$ cat config.mk
export PLATFORM = sky130hd
export DESIGN_NAME = hppc_top
export DESIGN_NICKNAME = d
export VERILOG_FILES = /design/src/rtl/hppc_top.v
export VERILOG_INCLUDE_DIRS = /design/src /design/src/rtl
export SDC_FILE = /design/constraint.sdc
export NUM_CORES = 1
export LEC_CHECK = 0
export ABC_AREA = 1
export BUFFER_PORTS_ARGS = -buffer_cell sky130_fd_sc_hd__buf_4
export CORE_UTILIZATION = 40
export CTS_CLUSTER_DIAMETER = 200
export DETAILED_ROUTE_END_ITERATION = 10
export GPL_ROUTABILITY_DRIVEN = 0
export GPL_TIMING_DRIVEN = 0
export PLACE_DENSITY_LB_ADDON = 0.08
export RECOVER_POWER = 25
export SETUP_SLACK_MARGIN = 0.02
export SLEW_MARGIN = 25
export SYNTH_ARGS = -nofsm -noshare
export SYNTH_HDL_FRONTEND = slang
export SYNTH_SLANG_ARGS = --single-unit
$ cat constraint.sdc
create_clock -name sys_clk -period 5.4 [get_ports sys_clk]
set_clock_uncertainty 0.15 [all_clocks]
set_input_delay 0.27 -clock sys_clk [delete_from_list [all_inputs] [get_ports sys_clk]]
set_output_delay 0.27 -clock sys_clk [all_outputs]
set_load 0.05 [all_outputs]
$ cat src/rtl/hppc_defines.vh
// Constants for the host port pin configuration block
// Function
// - Device raises receive-data-full whenever receive bytes hold data for the host.
// - Device flags transmit bytes empty and moves them into the core-side register.
// - Every pin function follows the 16-bit port control register.
// - Host mode, non-multiplexed: eight pins are bidirectional data lines 0 to 7.
// - Host mode, multiplexed: same eight pins are shared address/data lines 0 to 7.
// - GPIO mode: each pin is input or output per its direction bit.
// - Non-multiplexed host mode: three input pins are host address lines 0, 1, 2.
// - Multiplexed host mode: address pins one and two become address lines 8, 9.
// - Multiplexed mode: address-0 pin is address strobe, polarity programmable, reset active-low.
`ifndef HPPC_DEFINES_VH
`define HPPC_DEFINES_VH
// Avalon byte offsets
`define HPPC_OFS_PCTL     6'h00
`define HPPC_OFS_PDIR     6'h04
`define HPPC_OFS_GPO      6'h08
`define HPPC_OFS_GPI      6'h0c
`define HPPC_OFS_RXWORD   6'h10
`define HPPC_OFS_CORERX   6'h14
`define HPPC_OFS_STATUS   6'h18
`define HPPC_OFS_HVEC     6'h1c
// Port control register fields
`define HPPC_PCTL_HIEN    0
`define HPPC_PCTL_MUX     1
`define HPPC_PCTL_ASPOL   2
`define HPPC_PCTL_RST     16'h0000
// Host side register selects
`define HPPC_HA_STATUS    3'h0
`define HPPC_HA_VEC       3'h1
`define HPPC_HA_HIGH      3'h5
`define HPPC_HA_MID       3'h6
`define HPPC_HA_LOW       3'h7
// Host vector register
`define HPPC_HV_CMD       7
`define HPPC_HV_RST       8'h00
// Status fields
`define HPPC_ST_RECEIVE_DATA_FULL_FLAG      0
`define HPPC_ST_TRANSMIT_DATA_EMPTY_FLAG      1
`define HPPC_ST_HC        2
`define HPPC_CORERX_VALID 24
`endif

$ cat src/rtl/hppc_top.v
// Host port pin configuration: pin muxing, host byte registers and Avalon slave
//
// The register offsets and the Avalon-MM interface to the registers were decided locally.
`timescale 1ns/1ps
`include "hppc_defines.vh"

module hppc_fifo #(
    parameter WIDTH = 24,
    parameter DEPTH = 32,
    parameter AW    = 5
) (
    // Clock and reset
    input  wire             sys_clk,
    input  wire             srst,
    // Fill side
    input  wire [WIDTH-1:0] in_data,
    input  wire             in_valid,
    output wire             in_ready,
    // Drain side
    output wire [WIDTH-1:0] out_data,
    output wire             out_valid,
    input  wire             out_ready,
    // Fill level
    output wire [AW:0]      count
);
    reg [WIDTH-1:0] mem_reg [0:DEPTH-1];
    reg [AW-1:0]    wr_ptr_reg;
    reg [AW-1:0]    rd_ptr_reg;
    reg [AW:0]      cnt_reg;
    wire            push;
    wire            pop;

    assign in_ready  = (cnt_reg != DEPTH[AW:0]);
    assign out_valid = (cnt_reg != {(AW+1){1'b0}});
    assign out_data  = mem_reg[rd_ptr_reg];
    assign count     = cnt_reg;
    assign push      = in_valid && in_ready;
    assign pop       = out_valid && out_ready;

    always @(posedge sys_clk) begin
        if (push) begin
            mem_reg[wr_ptr_reg] <= in_data;
        end
    end

    always @(posedge sys_clk) begin
        if (srst) begin
            wr_ptr_reg <= {AW{1'b0}};
            rd_ptr_reg <= {AW{1'b0}};
            cnt_reg    <= {(AW+1){1'b0}};
        end else begin
            if (push) begin
                wr_ptr_reg <= (wr_ptr_reg == DEPTH[AW-1:0] - 1'b1) ? {AW{1'b0}}
                              : wr_ptr_reg + 1'b1;
            end
            if (pop) begin
                rd_ptr_reg <= (rd_ptr_reg == DEPTH[AW-1:0] - 1'b1) ? {AW{1'b0}}
                              : rd_ptr_reg + 1'b1;
            end
            if (push && !pop) begin
                cnt_reg <= cnt_reg + 1'b1;
            end else if (pop && !push) begin
                cnt_reg <= cnt_reg - 1'b1;
            end
        end
    end
endmodule // hppc_fifo

module hppc_top #(
    parameter NPINS = 11,
    parameter FDEPTH = 32,
    parameter FAW    = 5
) (
    // Clock and reset
    input  wire        sys_clk,
    input  wire        srst,
    // Avalon-MM slave
    input  wire [5:0]  avs_address,
    input  wire        avs_read,
    input  wire        avs_write,
    input  wire [31:0] avs_writedata,
    input  wire [3:0]  avs_byteenable,
    output wire [31:0] avs_readdata,
    output wire        avs_waitrequest,
    // Data / muxed address-data / gpio_low_pins
    input  wire [7:0]  data_pin_in,
    output wire [7:0]  data_pin_out,
    output wire [7:0]  data_pin_oe,
    // Address line zero / address strobe / gpio pin eight
    input  wire        pin8_in,
    output wire        pin8_out,
    output wire        pin8_oe,
    // Address line one / muxed address line eight / gpio pin nine
    input  wire        pin9_in,
    output wire        pin9_out,
    output wire        pin9_oe,
    // Address line two / muxed address line nine / gpio pin ten
    input  wire        pin10_in,
    output wire        pin10_out,
    output wire        pin10_oe,
    // Host access strobes, active high
    input  wire        host_rd,
    input  wire        host_wr
);
    // Avalon side
    reg [31:0]      readdata_reg;
    reg [31:0]      readdata_next;
    reg             wait_reg;
    // Configuration
    reg [15:0]      port_control_register;
    reg [NPINS-1:0] port_direction_register;
    reg [NPINS-1:0] gpio_out_reg;
    // Host byte registers
    reg [7:0]       receive_byte_high;
    reg [7:0]       receive_byte_middle;
    reg [7:0]       receive_byte_low;
    reg             receive_data_full_flag;
    reg [7:0]       transmit_byte_high;
    reg [7:0]       transmit_byte_middle;
    reg [7:0]       transmit_byte_low;
    reg             tx_pend_reg;
    reg [7:0]       host_vector_register;
    // Host strobes and address
    reg             rd_prev_reg;
    reg             wr_prev_reg;
    reg [9:0]       mux_addr_reg;
    // Pin drivers
    reg [NPINS-1:0] pin_out_reg;
    reg [NPINS-1:0] pin_oe_reg;
    reg [NPINS-1:0] pin_out_next;
    reg [NPINS-1:0] pin_oe_next;
    reg [7:0]       host_rdata;
    // FIFO
    wire [23:0]     core_side_receive_register;
    wire            fifo_in_ready;
    wire            fifo_out_valid;
    wire [FAW:0]    fifo_count;

    wire            hi_en;
    wire            muxed;
    wire            strobe_act;
    wire [2:0]      host_sel;
    wire            acc;
    wire            host_wr_edge;
    wire            host_rd_edge;
    wire            core_pop;
    wire            rx_load;
    wire [NPINS-1:0] pin_in;
    wire [31:0]     pctl_wr, pdir_wr, gpo_wr;

    // Byte-lane merge for partial Avalon writes
    function [31:0] be_merge;
        input [31:0] old_val;
        input [31:0] new_val;
        input [3:0]  be;
        integer i;
        begin
            be_merge = old_val;
            for (i = 0; i < 4; i = i + 1) begin
                if (be[i]) begin
                    be_merge[i*8 +: 8] = new_val[i*8 +: 8];
                end
            end
        end
    endfunction

    assign pin_in = {pin10_in, pin9_in, pin8_in, data_pin_in};
    assign pctl_wr = be_merge({16'h0000, port_control_register}, avs_writedata, avs_byteenable);
    assign pdir_wr = be_merge({{(32-NPINS){1'b0}}, port_direction_register}, avs_writedata,
                              avs_byteenable);
    assign gpo_wr = be_merge({{(32-NPINS){1'b0}}, gpio_out_reg}, avs_writedata, avs_byteenable);
    assign hi_en  = port_control_register[`HPPC_PCTL_HIEN];
    assign muxed  = port_control_register[`HPPC_PCTL_MUX];
    // Strobe active level from polarity bit; reset value 0 means active low
    assign strobe_act = port_control_register[`HPPC_PCTL_ASPOL] ? pin8_in
                        : !pin8_in;
    // Non-muxed selects from three address pins, muxed from latched address
    assign host_sel = muxed ? mux_addr_reg[2:0]
                      : {pin10_in, pin9_in, pin8_in};
    assign host_wr_edge = hi_en && host_wr && !wr_prev_reg;
    assign host_rd_edge = hi_en && host_rd && !rd_prev_reg;
    // One action per request, taken on the edge that ends the wait
    assign acc     = (avs_read || avs_write) && wait_reg;
    assign core_pop = acc && avs_read && (avs_address == `HPPC_OFS_CORERX);
    assign rx_load  = acc && avs_write && (avs_address == `HPPC_OFS_RXWORD);

    hppc_fifo #(
        .WIDTH (24),
        .DEPTH (FDEPTH),
        .AW    (FAW)
    ) u_fifo (
        .sys_clk   (sys_clk),
        .srst      (srst),
        .in_data   ({transmit_byte_high, transmit_byte_middle, transmit_byte_low}),
        .in_valid  (tx_pend_reg),
        .in_ready  (fifo_in_ready),
        .out_data  (core_side_receive_register),
        .out_valid (fifo_out_valid),
        .out_ready (core_pop),
        .count     (fifo_count)
    );

    // Host-visible read mux
    always @* begin
        case (host_sel)
            `HPPC_HA_STATUS: host_rdata = {6'h00, !tx_pend_reg, receive_data_full_flag};
            `HPPC_HA_VEC:    host_rdata = host_vector_register;
            `HPPC_HA_HIGH:   host_rdata = receive_byte_high;
            `HPPC_HA_MID:    host_rdata = receive_byte_middle;
            `HPPC_HA_LOW:    host_rdata = receive_byte_low;
            default:         host_rdata = 8'h00;
        endcase
    end

    // Pin function: one role per pin from the current control setting
    always @* begin
        if (hi_en) begin
            pin_out_next = {3'h0, host_rdata};
            pin_oe_next  = {3'h0, {8{host_rd}}};
        end else begin
            pin_out_next = gpio_out_reg;
            pin_oe_next  = port_direction_register;
        end
    end

    // Avalon read mux
    always @* begin
        readdata_next = 32'h0000_0000;
        case (avs_address)
            `HPPC_OFS_PCTL:   readdata_next[15:0] = port_control_register;
            `HPPC_OFS_PDIR:   readdata_next[NPINS-1:0] = port_direction_register;
            `HPPC_OFS_GPO:    readdata_next[NPINS-1:0] = gpio_out_reg;
            `HPPC_OFS_GPI:    readdata_next[NPINS-1:0] = pin_in;
            `HPPC_OFS_RXWORD: readdata_next[23:0] = {receive_byte_high,
                                                     receive_byte_middle,
                                                     receive_byte_low};
            `HPPC_OFS_CORERX: begin
                readdata_next[23:0] = core_side_receive_register;
                readdata_next[`HPPC_CORERX_VALID] = fifo_out_valid;
            end
            `HPPC_OFS_STATUS: begin
                readdata_next[`HPPC_ST_RECEIVE_DATA_FULL_FLAG] = receive_data_full_flag;
                readdata_next[`HPPC_ST_TRANSMIT_DATA_EMPTY_FLAG] = !tx_pend_reg;
                readdata_next[`HPPC_ST_HC]   = host_vector_register[`HPPC_HV_CMD];
                readdata_next[8 +: FAW+1]    = fifo_count;
                readdata_next[25:16]         = mux_addr_reg;
            end
            `HPPC_OFS_HVEC:   readdata_next[7:0] = host_vector_register;
            default:          readdata_next = 32'h0000_0000;
        endcase
    end

    // Avalon slave: waitrequest drops one cycle after the request appears
    always @(posedge sys_clk) begin
        if (srst) begin
            wait_reg     <= 1'b1;
            readdata_reg <= 32'h0000_0000;
        end else begin
            wait_reg <= !acc;
            if (acc && avs_read) begin
                readdata_reg <= readdata_next;
            end
        end
    end

    // Configuration registers
    always @(posedge sys_clk) begin
        if (srst) begin
            port_control_register   <= `HPPC_PCTL_RST;
            port_direction_register <= {NPINS{1'b0}};
            gpio_out_reg            <= {NPINS{1'b0}};
        end else if (acc && avs_write) begin
            case (avs_address)
                `HPPC_OFS_PCTL: port_control_register   <= pctl_wr[15:0];
                `HPPC_OFS_PDIR: port_direction_register <= pdir_wr[NPINS-1:0];
                `HPPC_OFS_GPO:  gpio_out_reg            <= gpo_wr[NPINS-1:0];
                default: ;
            endcase
        end
    end

    // Host strobes, muxed address latch and pin drivers
    always @(posedge sys_clk) begin
        if (srst) begin
            rd_prev_reg  <= 1'b0;
            wr_prev_reg  <= 1'b0;
            mux_addr_reg <= 10'h000;
            pin_out_reg  <= {NPINS{1'b0}};
            pin_oe_reg   <= {NPINS{1'b0}};
        end else begin
            rd_prev_reg <= host_rd;
            wr_prev_reg <= host_wr;
            if (hi_en && muxed && strobe_act) begin
                mux_addr_reg <= {pin10_in, pin9_in, data_pin_in};
            end
            pin_out_reg <= pin_out_next;
            pin_oe_reg  <= pin_oe_next;
        end
    end

    // Receive bytes: core loads a word, host reading the low byte empties it
    always @(posedge sys_clk) begin
        if (srst) begin
            receive_byte_high      <= 8'h00;
            receive_byte_middle    <= 8'h00;
            receive_byte_low       <= 8'h00;
            receive_data_full_flag <= 1'b0;
        end else begin
            if (rx_load) begin
                receive_byte_high   <= avs_writedata[23:16];
                receive_byte_middle <= avs_writedata[15:8];
                receive_byte_low    <= avs_writedata[7:0];
            end
            // A load in the same cycle as the host read keeps the flag set
            if (rx_load) begin
                receive_data_full_flag <= 1'b1;
            end else if (host_rd_edge && host_sel == `HPPC_HA_LOW) begin
                receive_data_full_flag <= 1'b0;
            end
        end
    end

    // Transmit bytes: low byte completes a word, which moves to the FIFO
    always @(posedge sys_clk) begin
        if (srst) begin
            transmit_byte_high   <= 8'h00;
            transmit_byte_middle <= 8'h00;
            transmit_byte_low    <= 8'h00;
            tx_pend_reg          <= 1'b0;
        end else begin
            // Writes while a word waits are dropped; the host is to check empty first
            if (host_wr_edge && !tx_pend_reg) begin
                case (host_sel)
                    `HPPC_HA_HIGH: transmit_byte_high   <= data_pin_in;
                    `HPPC_HA_MID:  transmit_byte_middle <= data_pin_in;
                    `HPPC_HA_LOW:  transmit_byte_low    <= data_pin_in;
                    default: ;
                endcase
            end
            if (host_wr_edge && !tx_pend_reg && host_sel == `HPPC_HA_LOW) begin
                tx_pend_reg <= 1'b1;
            end else if (tx_pend_reg && fifo_in_ready) begin
                tx_pend_reg <= 1'b0;
            end
        end
    end

    // Host vector: host sets command, core clears it by writing one to bit 7
    always @(posedge sys_clk) begin
        if (srst) begin
            host_vector_register <= `HPPC_HV_RST;
        end else if (host_wr_edge && host_sel == `HPPC_HA_VEC
                     && !host_vector_register[`HPPC_HV_CMD]) begin
            // Set wins over a core clear; a refused host write leaves the clear alone
            host_vector_register <= data_pin_in;
        end else if (acc && avs_write && avs_address == `HPPC_OFS_HVEC
                     && avs_byteenable[0] && avs_writedata[`HPPC_HV_CMD]) begin
            host_vector_register[`HPPC_HV_CMD] <= 1'b0;
        end
    end

    assign avs_readdata    = readdata_reg;
    assign avs_waitrequest = wait_reg;
    assign data_pin_out    = pin_out_reg[7:0];
    assign data_pin_oe     = pin_oe_reg[7:0];
    assign pin8_out        = pin_out_reg[8];
    assign pin8_oe         = pin_oe_reg[8];
    assign pin9_out        = pin_out_reg[9];
    assign pin9_oe         = pin_oe_reg[9];
    assign pin10_out       = pin_out_reg[10];
    assign pin10_oe        = pin_oe_reg[10];
endmodule // hppc_top

==> summary.md, run 1 <==
| Metric | Value |
|---|---|
| Die Width | `between 300 and 400 um` |
| First-pass GRT wire length | `roughly 190000 um` |
| Grt met2 use | `44.0%` |
| Grt met3 use | `under 10%` |
| Post-Synthesis Mean Instance Area | `between 10 and 15 um^2` |
| Unique masters post-synth | `40` |
| Finished Layout Cells | `between 5000 and 6000` |
| Initial antenna violation count | `2` |
| Ys async rst share | `0%` |
| Power per standard cell area | `between 300 and 400 nW/um^2` |
| CTS Hold Buffers Added | `40` |
| Crit-path max FO | `10` |
| Warnings, synthesis | `0` |
| Via Count | `27760` |
| Max-cap viol count | `4` |
| Post-route DRC violation count | `0` |
| Final Slew Violations | `~100` |
| Most common flop cell mapped by yosys | `edfxtp_1` |
| Period minus WS final | `roughly 3500 ps` |
| Util after Layout | `between 40% and 50%` |
| Setup_tns | `0 ps` |
| Post-DP HPWL | `91300 um` |
| DP Area | `about 42000 um^2` |
| Synth-to-Final Area Change | `19.4%` |
| Worst Max-Slew Pin Slew | `~1700 ps` |
| Multi-input logic area | `just over 10000 um^2` |
| Grt peak-use layer | `met2` |
| Run status | `finished, violations left` |
| Post-route antenna net violation count | `0` |
| H-tree depth | `3` |
| Clock latency at the later pin of the worst-skew pair | `670 ps` |
| Height of the chip | `~310 um` |
| Filler Cell Count | `8717` |
| Maximum clock rate | `289 MHz` |
| Pre-CTS setup slack | `approximately 1700 ps` |
| WS Path Type | `register to register` |
| Setup crit end kind | `register` |
| Post-CTS Resized | `0` |
| Full die area | `slightly below 100000 um^2` |
| Clock Path Buffers | `3` |
| Static leakage | `~16 nW` |
| Post-Layout Inst Area | `45700 um^2` |
| DR pass1 iterations | `9` |
| CTS tree | `done` |
| Worst path max stage delay | `800 ps` |
| Fraction of layout instances using a drive strength above 1 | `a little under an eighth` |
| WL final | `about 130000 um` |
| Final hold viol count | `0` |
| Vias/cell | `5.37` |
| Worst-path clk slew | `~60 ps` |
| Cells after Synth | `between 3000 and 4000` |
| Core area | `about 95000 um^2` |
| CP required | `between 5000 and 6000 ps` |
| Average routed wire per standard cell | `25.5 um` |
| Placed Cells | `4941` |
| Gr usage total | `between 20 and 30%` |
| Crit-path cells | `buf_4 -> buf_2 -> buf_1 -> nand3_1 -> nand3_1 -> nand2_1 -> nand2_1 -> nand3_1 -> nand3_1 -> nand2_1 -> nand2_1 -> a21oi_1` |
| Postcts setup bufs | `0` |
| Starting Density | `40.4%` |
| Worst VDD drop | `0.000266 V` |
| CTS Root Cell | `clkbuf_16` |
| Final worst path period share | `64.1%` |
| # IOs | `114` |
| Initial DRC count | `2905` |
| CTS Buf Count | `approximately 100` |
| Final setup fails | `0` |
| Number of global-route vias before repair | `approximately 27000` |
| Final setup margin | `1940 ps` |
| Overflow after GRT | `0` |
| RSZ-0062 raised after global routing | `false` |
| Max reg flops | `roughly 770` |
| Clock sink total | `roughly 950` |
| Count of nets after finishing | `3892` |
| FF/Latch Area | `around 27000 um^2` |
| Yosys reg bits | `roughly 950` |
| CP Data Arrival Time | `roughly 3800 ps` |
| Hold Crit Class | `input port to register` |
| Worst slew margin | `-15.2%` |
| Most common cell after layout, fill and taps aside | `nand2_1` |
| CP Launch Type | `register` |
| Register area share after synthesis | `a little over two thirds` |
| Number of synthesized flops with an enable pin | `between 700 and 800` |
| Standard-cell row count | `around 110` |
| Most frequent cells in the layout | `nand2_1, edfxtp_1, nand3_1` |
| Failing checks | `capacitance limit, slew limit` |
| Largest net degree at the start of global routing | `34` |
| Crit-path slowest cell | `buf_1` |
| Met1 global-route usage | `between 30 and 40%` |
| IO buf count | `97` |
| Post-Syn Area | `38300 um^2` |
==> report_power, final <==
group / leakage (nW) / switching (mW) / total [mW] / internal (mW)
sequential: 7.12 / 0.00791 / 7.79 / 7.78
combinational: 6.96 / 0.149 / 0.222 / 0.0731
clock: 1.70 / 2.95 / 7.24 / 4.29
==> through the flow <==
stage / hold WS [ps] / total power [mW]
floorplan: 239 / 8.03
global placement: 283 / 8.14
detailed placement: 287 / 8.14
CTS: 47.7 / 15.3
global route: 85.0 / 15.6
finish: 89.1 / 15.2
==> final timing paths <==
path / slack (ps) / cells past startpoint / to / from
worst max-delay path: 1940 / 12 / avs_readdata[1] / register
worst min-delay path: 90 / 7 / avs_readdata[8] / pin8_in
worst max register to register: 1940 / 12 / avs_readdata[1] / register
worst min register to register: 300 / 2 / mux_addr_reg[7] / mux_addr_reg[7]
==> cells by family after synthesis <==
kind of cell,synth area share (%)
simple gates,18.8
xor+xnor,0.114
buf+inv,4.33
compound gates,6.77
fa+ha+maj,0.444
flops,69.5
other cells,0.00979
==> worst max-delay path: cells and delay by family (launching register included) <==
family | cells | cell delay [ps]
simple gates | 8 | 1280
compound gates | 1 | 60
flops | 1 | 330
buf+inv | 3 | 1480
==> synthesized netlist by cell type (all sizes together) (8+ instances only) <==
library cell | number | area, um^2
a21oi | 130 | 651
a221oi | 8 | 70.1
buf | 132 | 848
clkbuf | 75 | 287
dfxtp | 178 | 3560
edfxtp | 768 | 23100
ha | 12 | 150
inv | 135 | 512
nand2 | 948 | 3560
nand3 | 491 | 2460
nor2 | 282 | 1100
nor3 | 8 | 51.3
o21ai | 249 | 1250
o22ai | 73 | 457
==> per-layer routing <==
metal	up-vias	routed length, um	part of all wire, %
met4	0	4530	3.4
li1	12878	-	-
met5	-	0	0
met3	230	8190	6.2
met1	13665	57300	43
met2	987	62100	47
==> cell type report <==
class                           count  share of cell area [%]
Antenna cell                        1                 0.00547
Buffer                            207                    2.48
Clock buffer                      123                    6.03
Clock inverter                     66                    1.51
Inverter                          138                    1.14
Multi-Input combinational cell   2241                    22.5
Sequential cell                   946                    58.3
Tap cell                         1265                    3.46
Timing Repair Buffer              184                    4.63
Power figures use the tool's default switching activity.
==> run 2, diff against run 1 <==
==> constraint.sdc (replaced) <==
create_clock -name sys_clk -period 3.2 [get_ports sys_clk]
set_clock_uncertainty 0.15 [all_clocks]
set_input_delay 0.16 -clock sys_clk [delete_from_list [all_inputs] [get_ports sys_clk]]
set_output_delay 0.16 -clock sys_clk [all_outputs]
set_load 0.05 [all_outputs]
==> summary.md, run 2 (same netlist as run 1, synthesis figures left out) <==
| Metric | Value |
|---|---|
| Via Count | `27979 (was 27760)` |
| IO buf count | `97 (unchanged)` |
| Clock power share | `47.5% (about the same)` |
| Final hold viol count | `0 (unchanged)` |
| Gr usage total | `27.1% (was 27.0%)` |
| Util after Layout | `48.8% (was 48.2%)` |
| Max-cap viol count | `4 (unchanged)` |
| Initial antenna violation count | `2 (unchanged)` |
| Clock sink total | `946 (unchanged)` |
| Final setup fails | `0 (unchanged)` |
| Die Width | `311 um (unchanged)` |
| CTS Buf Count | `102 (unchanged)` |
| Power, Total | `25.7 mW (was 15.2 mW)` |
| Internal | `20.5 mW (was 12.1 mW)` |
| Starting Density | `40.4% (unchanged)` |
| Standard-cell row count | `113 (unchanged)` |
| Worst VDD drop | `0.000442 V (was 0.000266 V)` |
| Static leakage | `16.0 nW (was 15.8 nW)` |
| Buffers plus inverters on the worst setup path | `3 (unchanged)` |
| Initial DRC count | `3061 (was 2905)` |
| Crit-path max FO | `10 (unchanged)` |
| Sequential share of power | `51.0% (was 51.1%)` |
| Worst Hold Slack | `121 ps (was 89.1 ps)` |
| Vias/cell | `5.37 (about the same)` |
| Maximum clock rate | `319 MHz (was 289 MHz)` |
| Post-DP HPWL | `91300 um (unchanged)` |
| Switching part of the total power | `20.4% (about the same)` |
| Filler Cell Count | `8666 (was 8717)` |
| Synth-to-Final Area Change | `20.8% (was 19.4%)` |
| Fraction of layout instances using a drive strength above 1 | `12.7% (was 11.9%)` |
| Clock latency at the later pin of the worst-skew pair | `670 ps (about the same)` |
| R2R Setup Slk | `70 ps (was 1940 ps)` |
| Most common cell after layout, fill and taps aside | `nand2_1 (unchanged)` |
| CP Launch Type | `register (unchanged)` |
| CP Data Arrival Time | `3510 ps (was 3830 ps)` |
| Largest net degree at the start of global routing | `34 (unchanged)` |
| RSZ-0062 raised after global routing | `true (was false)` |
| Max reg flops | `768 (unchanged)` |
| Clock Path Buffers | `3 (unchanged)` |
| CP required | `3570 ps (was 5770 ps)` |
| Post-route DRC violation count | `0 (unchanged)` |
| CTS Root Cell | `clkbuf_16 (unchanged)` |
| H-tree depth | `3 (unchanged)` |
| Post-route antenna net violation count | `0 (unchanged)` |
| Crit-path cells | `buf_4 -> buf_2 -> clkdlybuf4s15_2 -> nand3_1 -> nand3_1 -> nand2_1 -> nand2_1 -> nand3_1 -> nand3_1 -> nand2_1 -> nand2_1 -> a21oi_1 (was buf_4 -> buf_2 -> buf_1 -> nand3_1 -> nand3_1 -> nand2_1 -> nand2_1 -> nand3_1 -> nand3_1 -> nand2_1 -> nand2_1 -> a21oi_1)` |
| N_diodes | `0 (was 1)` |
| DR pass1 iterations | `5 (was 9)` |
| Average routed wire per standard cell | `25.5 um (about the same)` |
| Most frequent cells in the layout | `nand2_1, edfxtp_1, nand3_1 (unchanged)` |
| WL final | `133000 um (was 132000 um)` |
| Setup crit end kind | `register (unchanged)` |
| Worst Max-Slew Pin Slew | `1680 ps (was 1730 ps)` |
| Full die area | `97000 um^2 (unchanged)` |
| Comb power frac | `1.5% (about the same)` |
| Height of the chip | `311 um (unchanged)` |
| Top delay family on crit path | `buffers and inverters (unchanged)` |
| # IOs | `114 (unchanged)` |
| Final Slew Violations | `105 (was 104)` |
| Overflow after GRT | `0 (unchanged)` |
| Power per standard cell area | `556 nW/um^2 (was 333 nW/um^2)` |
| WS Path Type | `register to register (unchanged)` |
| Worst slew margin | `-12.2% (was -15.2%)` |
| CTS tree | `done (unchanged)` |
| Failing checks | `capacitance limit, slew limit (unchanged)` |
| Core area | `94900 um^2 (unchanged)` |
| Worst-path clk slew | `60 ps (about the same)` |
| Placed Cells | `4941 (unchanged)` |
| Run status | `finished, violations left (unchanged)` |
| Number of global-route vias before repair | `26737 (was 26622)` |
| Setup_tns | `0 ps (unchanged)` |
| Sw power | `5.25 mW (was 3.11 mW)` |
| Worst path max stage delay | `560 ps (was 800 ps)` |
| First-pass GRT wire length | `189000 um (about the same)` |
| Crit-path slowest cell | `clkdlybuf4s15_2 (was buf_1)` |
| Finished Layout Cells | `5213 (was 5171)` |
| Period minus WS final | `3130 ps (was 3460 ps)` |
| Final worst path period share | `97.9% (was 64.1%)` |
| Hold Crit Class | `input port to register (unchanged)` |
| Count of nets after finishing | `3935 (was 3892)` |
-- run 2: cell count changes in the layout (fill, tap and decap cells not counted), moves of 2 or more --
cell	previous run	this run
dlygate4sd3_1	40	53
buf_12	8	23
clkbuf_2	4	7
buf_4	119	134
clkinv_1	26	24
clkbuf_1	95	92
-- run 2: layout make-up --
type	instances	area (um^2)	area share (%)
Sequential cell	946	26600	57.5
Multi-Input combinational cell	2241	10300	22.2
Clock buffer	123	2760	5.95
Timing Repair Buffer	227	2660	5.75
Tap cell	1265	1580	3.42
Buffer	207	1150	2.48
Clock inverter	66	691	1.49
Inverter	138	529	1.14
-- run 2: worst paths after layout --
path,cells past startpoint,start,endpoint
worst max-delay path,12,register,avs_readdata[1]
worst min-delay path,4,avs_writedata[17],receive_byte_high[1]
worst max register to register,12,register,avs_readdata[1]
worst min register to register,2,mux_addr_reg[8],mux_addr_reg[8]
-- run 2: per-layer routing --
| layer | global-route usage, % | vias to the layer above | part of all wire (%) |
|---|---|---|---|
| met2 | 43.9 | 1104 | 47 |
| met3 | 3.68 | 227 | 6.8 |
| met1 | 37.4 | 13684 | 43 |
| li1 | - | 12964 | - |
| met5 | 0 | - | 0 |
| met4 | 8.90 | 0 | 3.4 |
-- run 2: what timing repair did --
item                       CTS  global route
hold endpoints to repair   125             0
setup buffers                0            30
hold buffers                53             0
resized for setup            4             8
pin swaps                    0            12
setup endpoints to repair    5           186
-- run 2: stage by stage --
stage | setup WS, ps | cell area (um^2)
3_5_place_dp | -387 | 42100
3_3_place_gp | -1640 | 40600
5_1_grt | -16.8 | 46300
2_1_floorplan | 232 | 38300
4_1_cts | 29.0 | 46100
6_report | 67.7 | 46300
-- run 2: tightest hold or removal path: stages --
cell and delay [ps]:
dlygate4sd3_1 520, buf_4 100, nor2_1 40, nor2_1 80
-- run 2: power groups by stage --
| stage | logic (mW) | registers (mW) | clock network, mW |
|---|---|---|---|
| after CTS | 0.374 | 13.1 | 12.4 |
| after floorplan | 0.125 | 13.4 | 0 |
| after global routing | 0.398 | 13.1 | 12.8 |
| final | 0.378 | 13.1 | 12.2 |
| after global placement | 0.331 | 13.4 | 0 |
| after detailed placement | 0.332 | 13.4 | 0 |
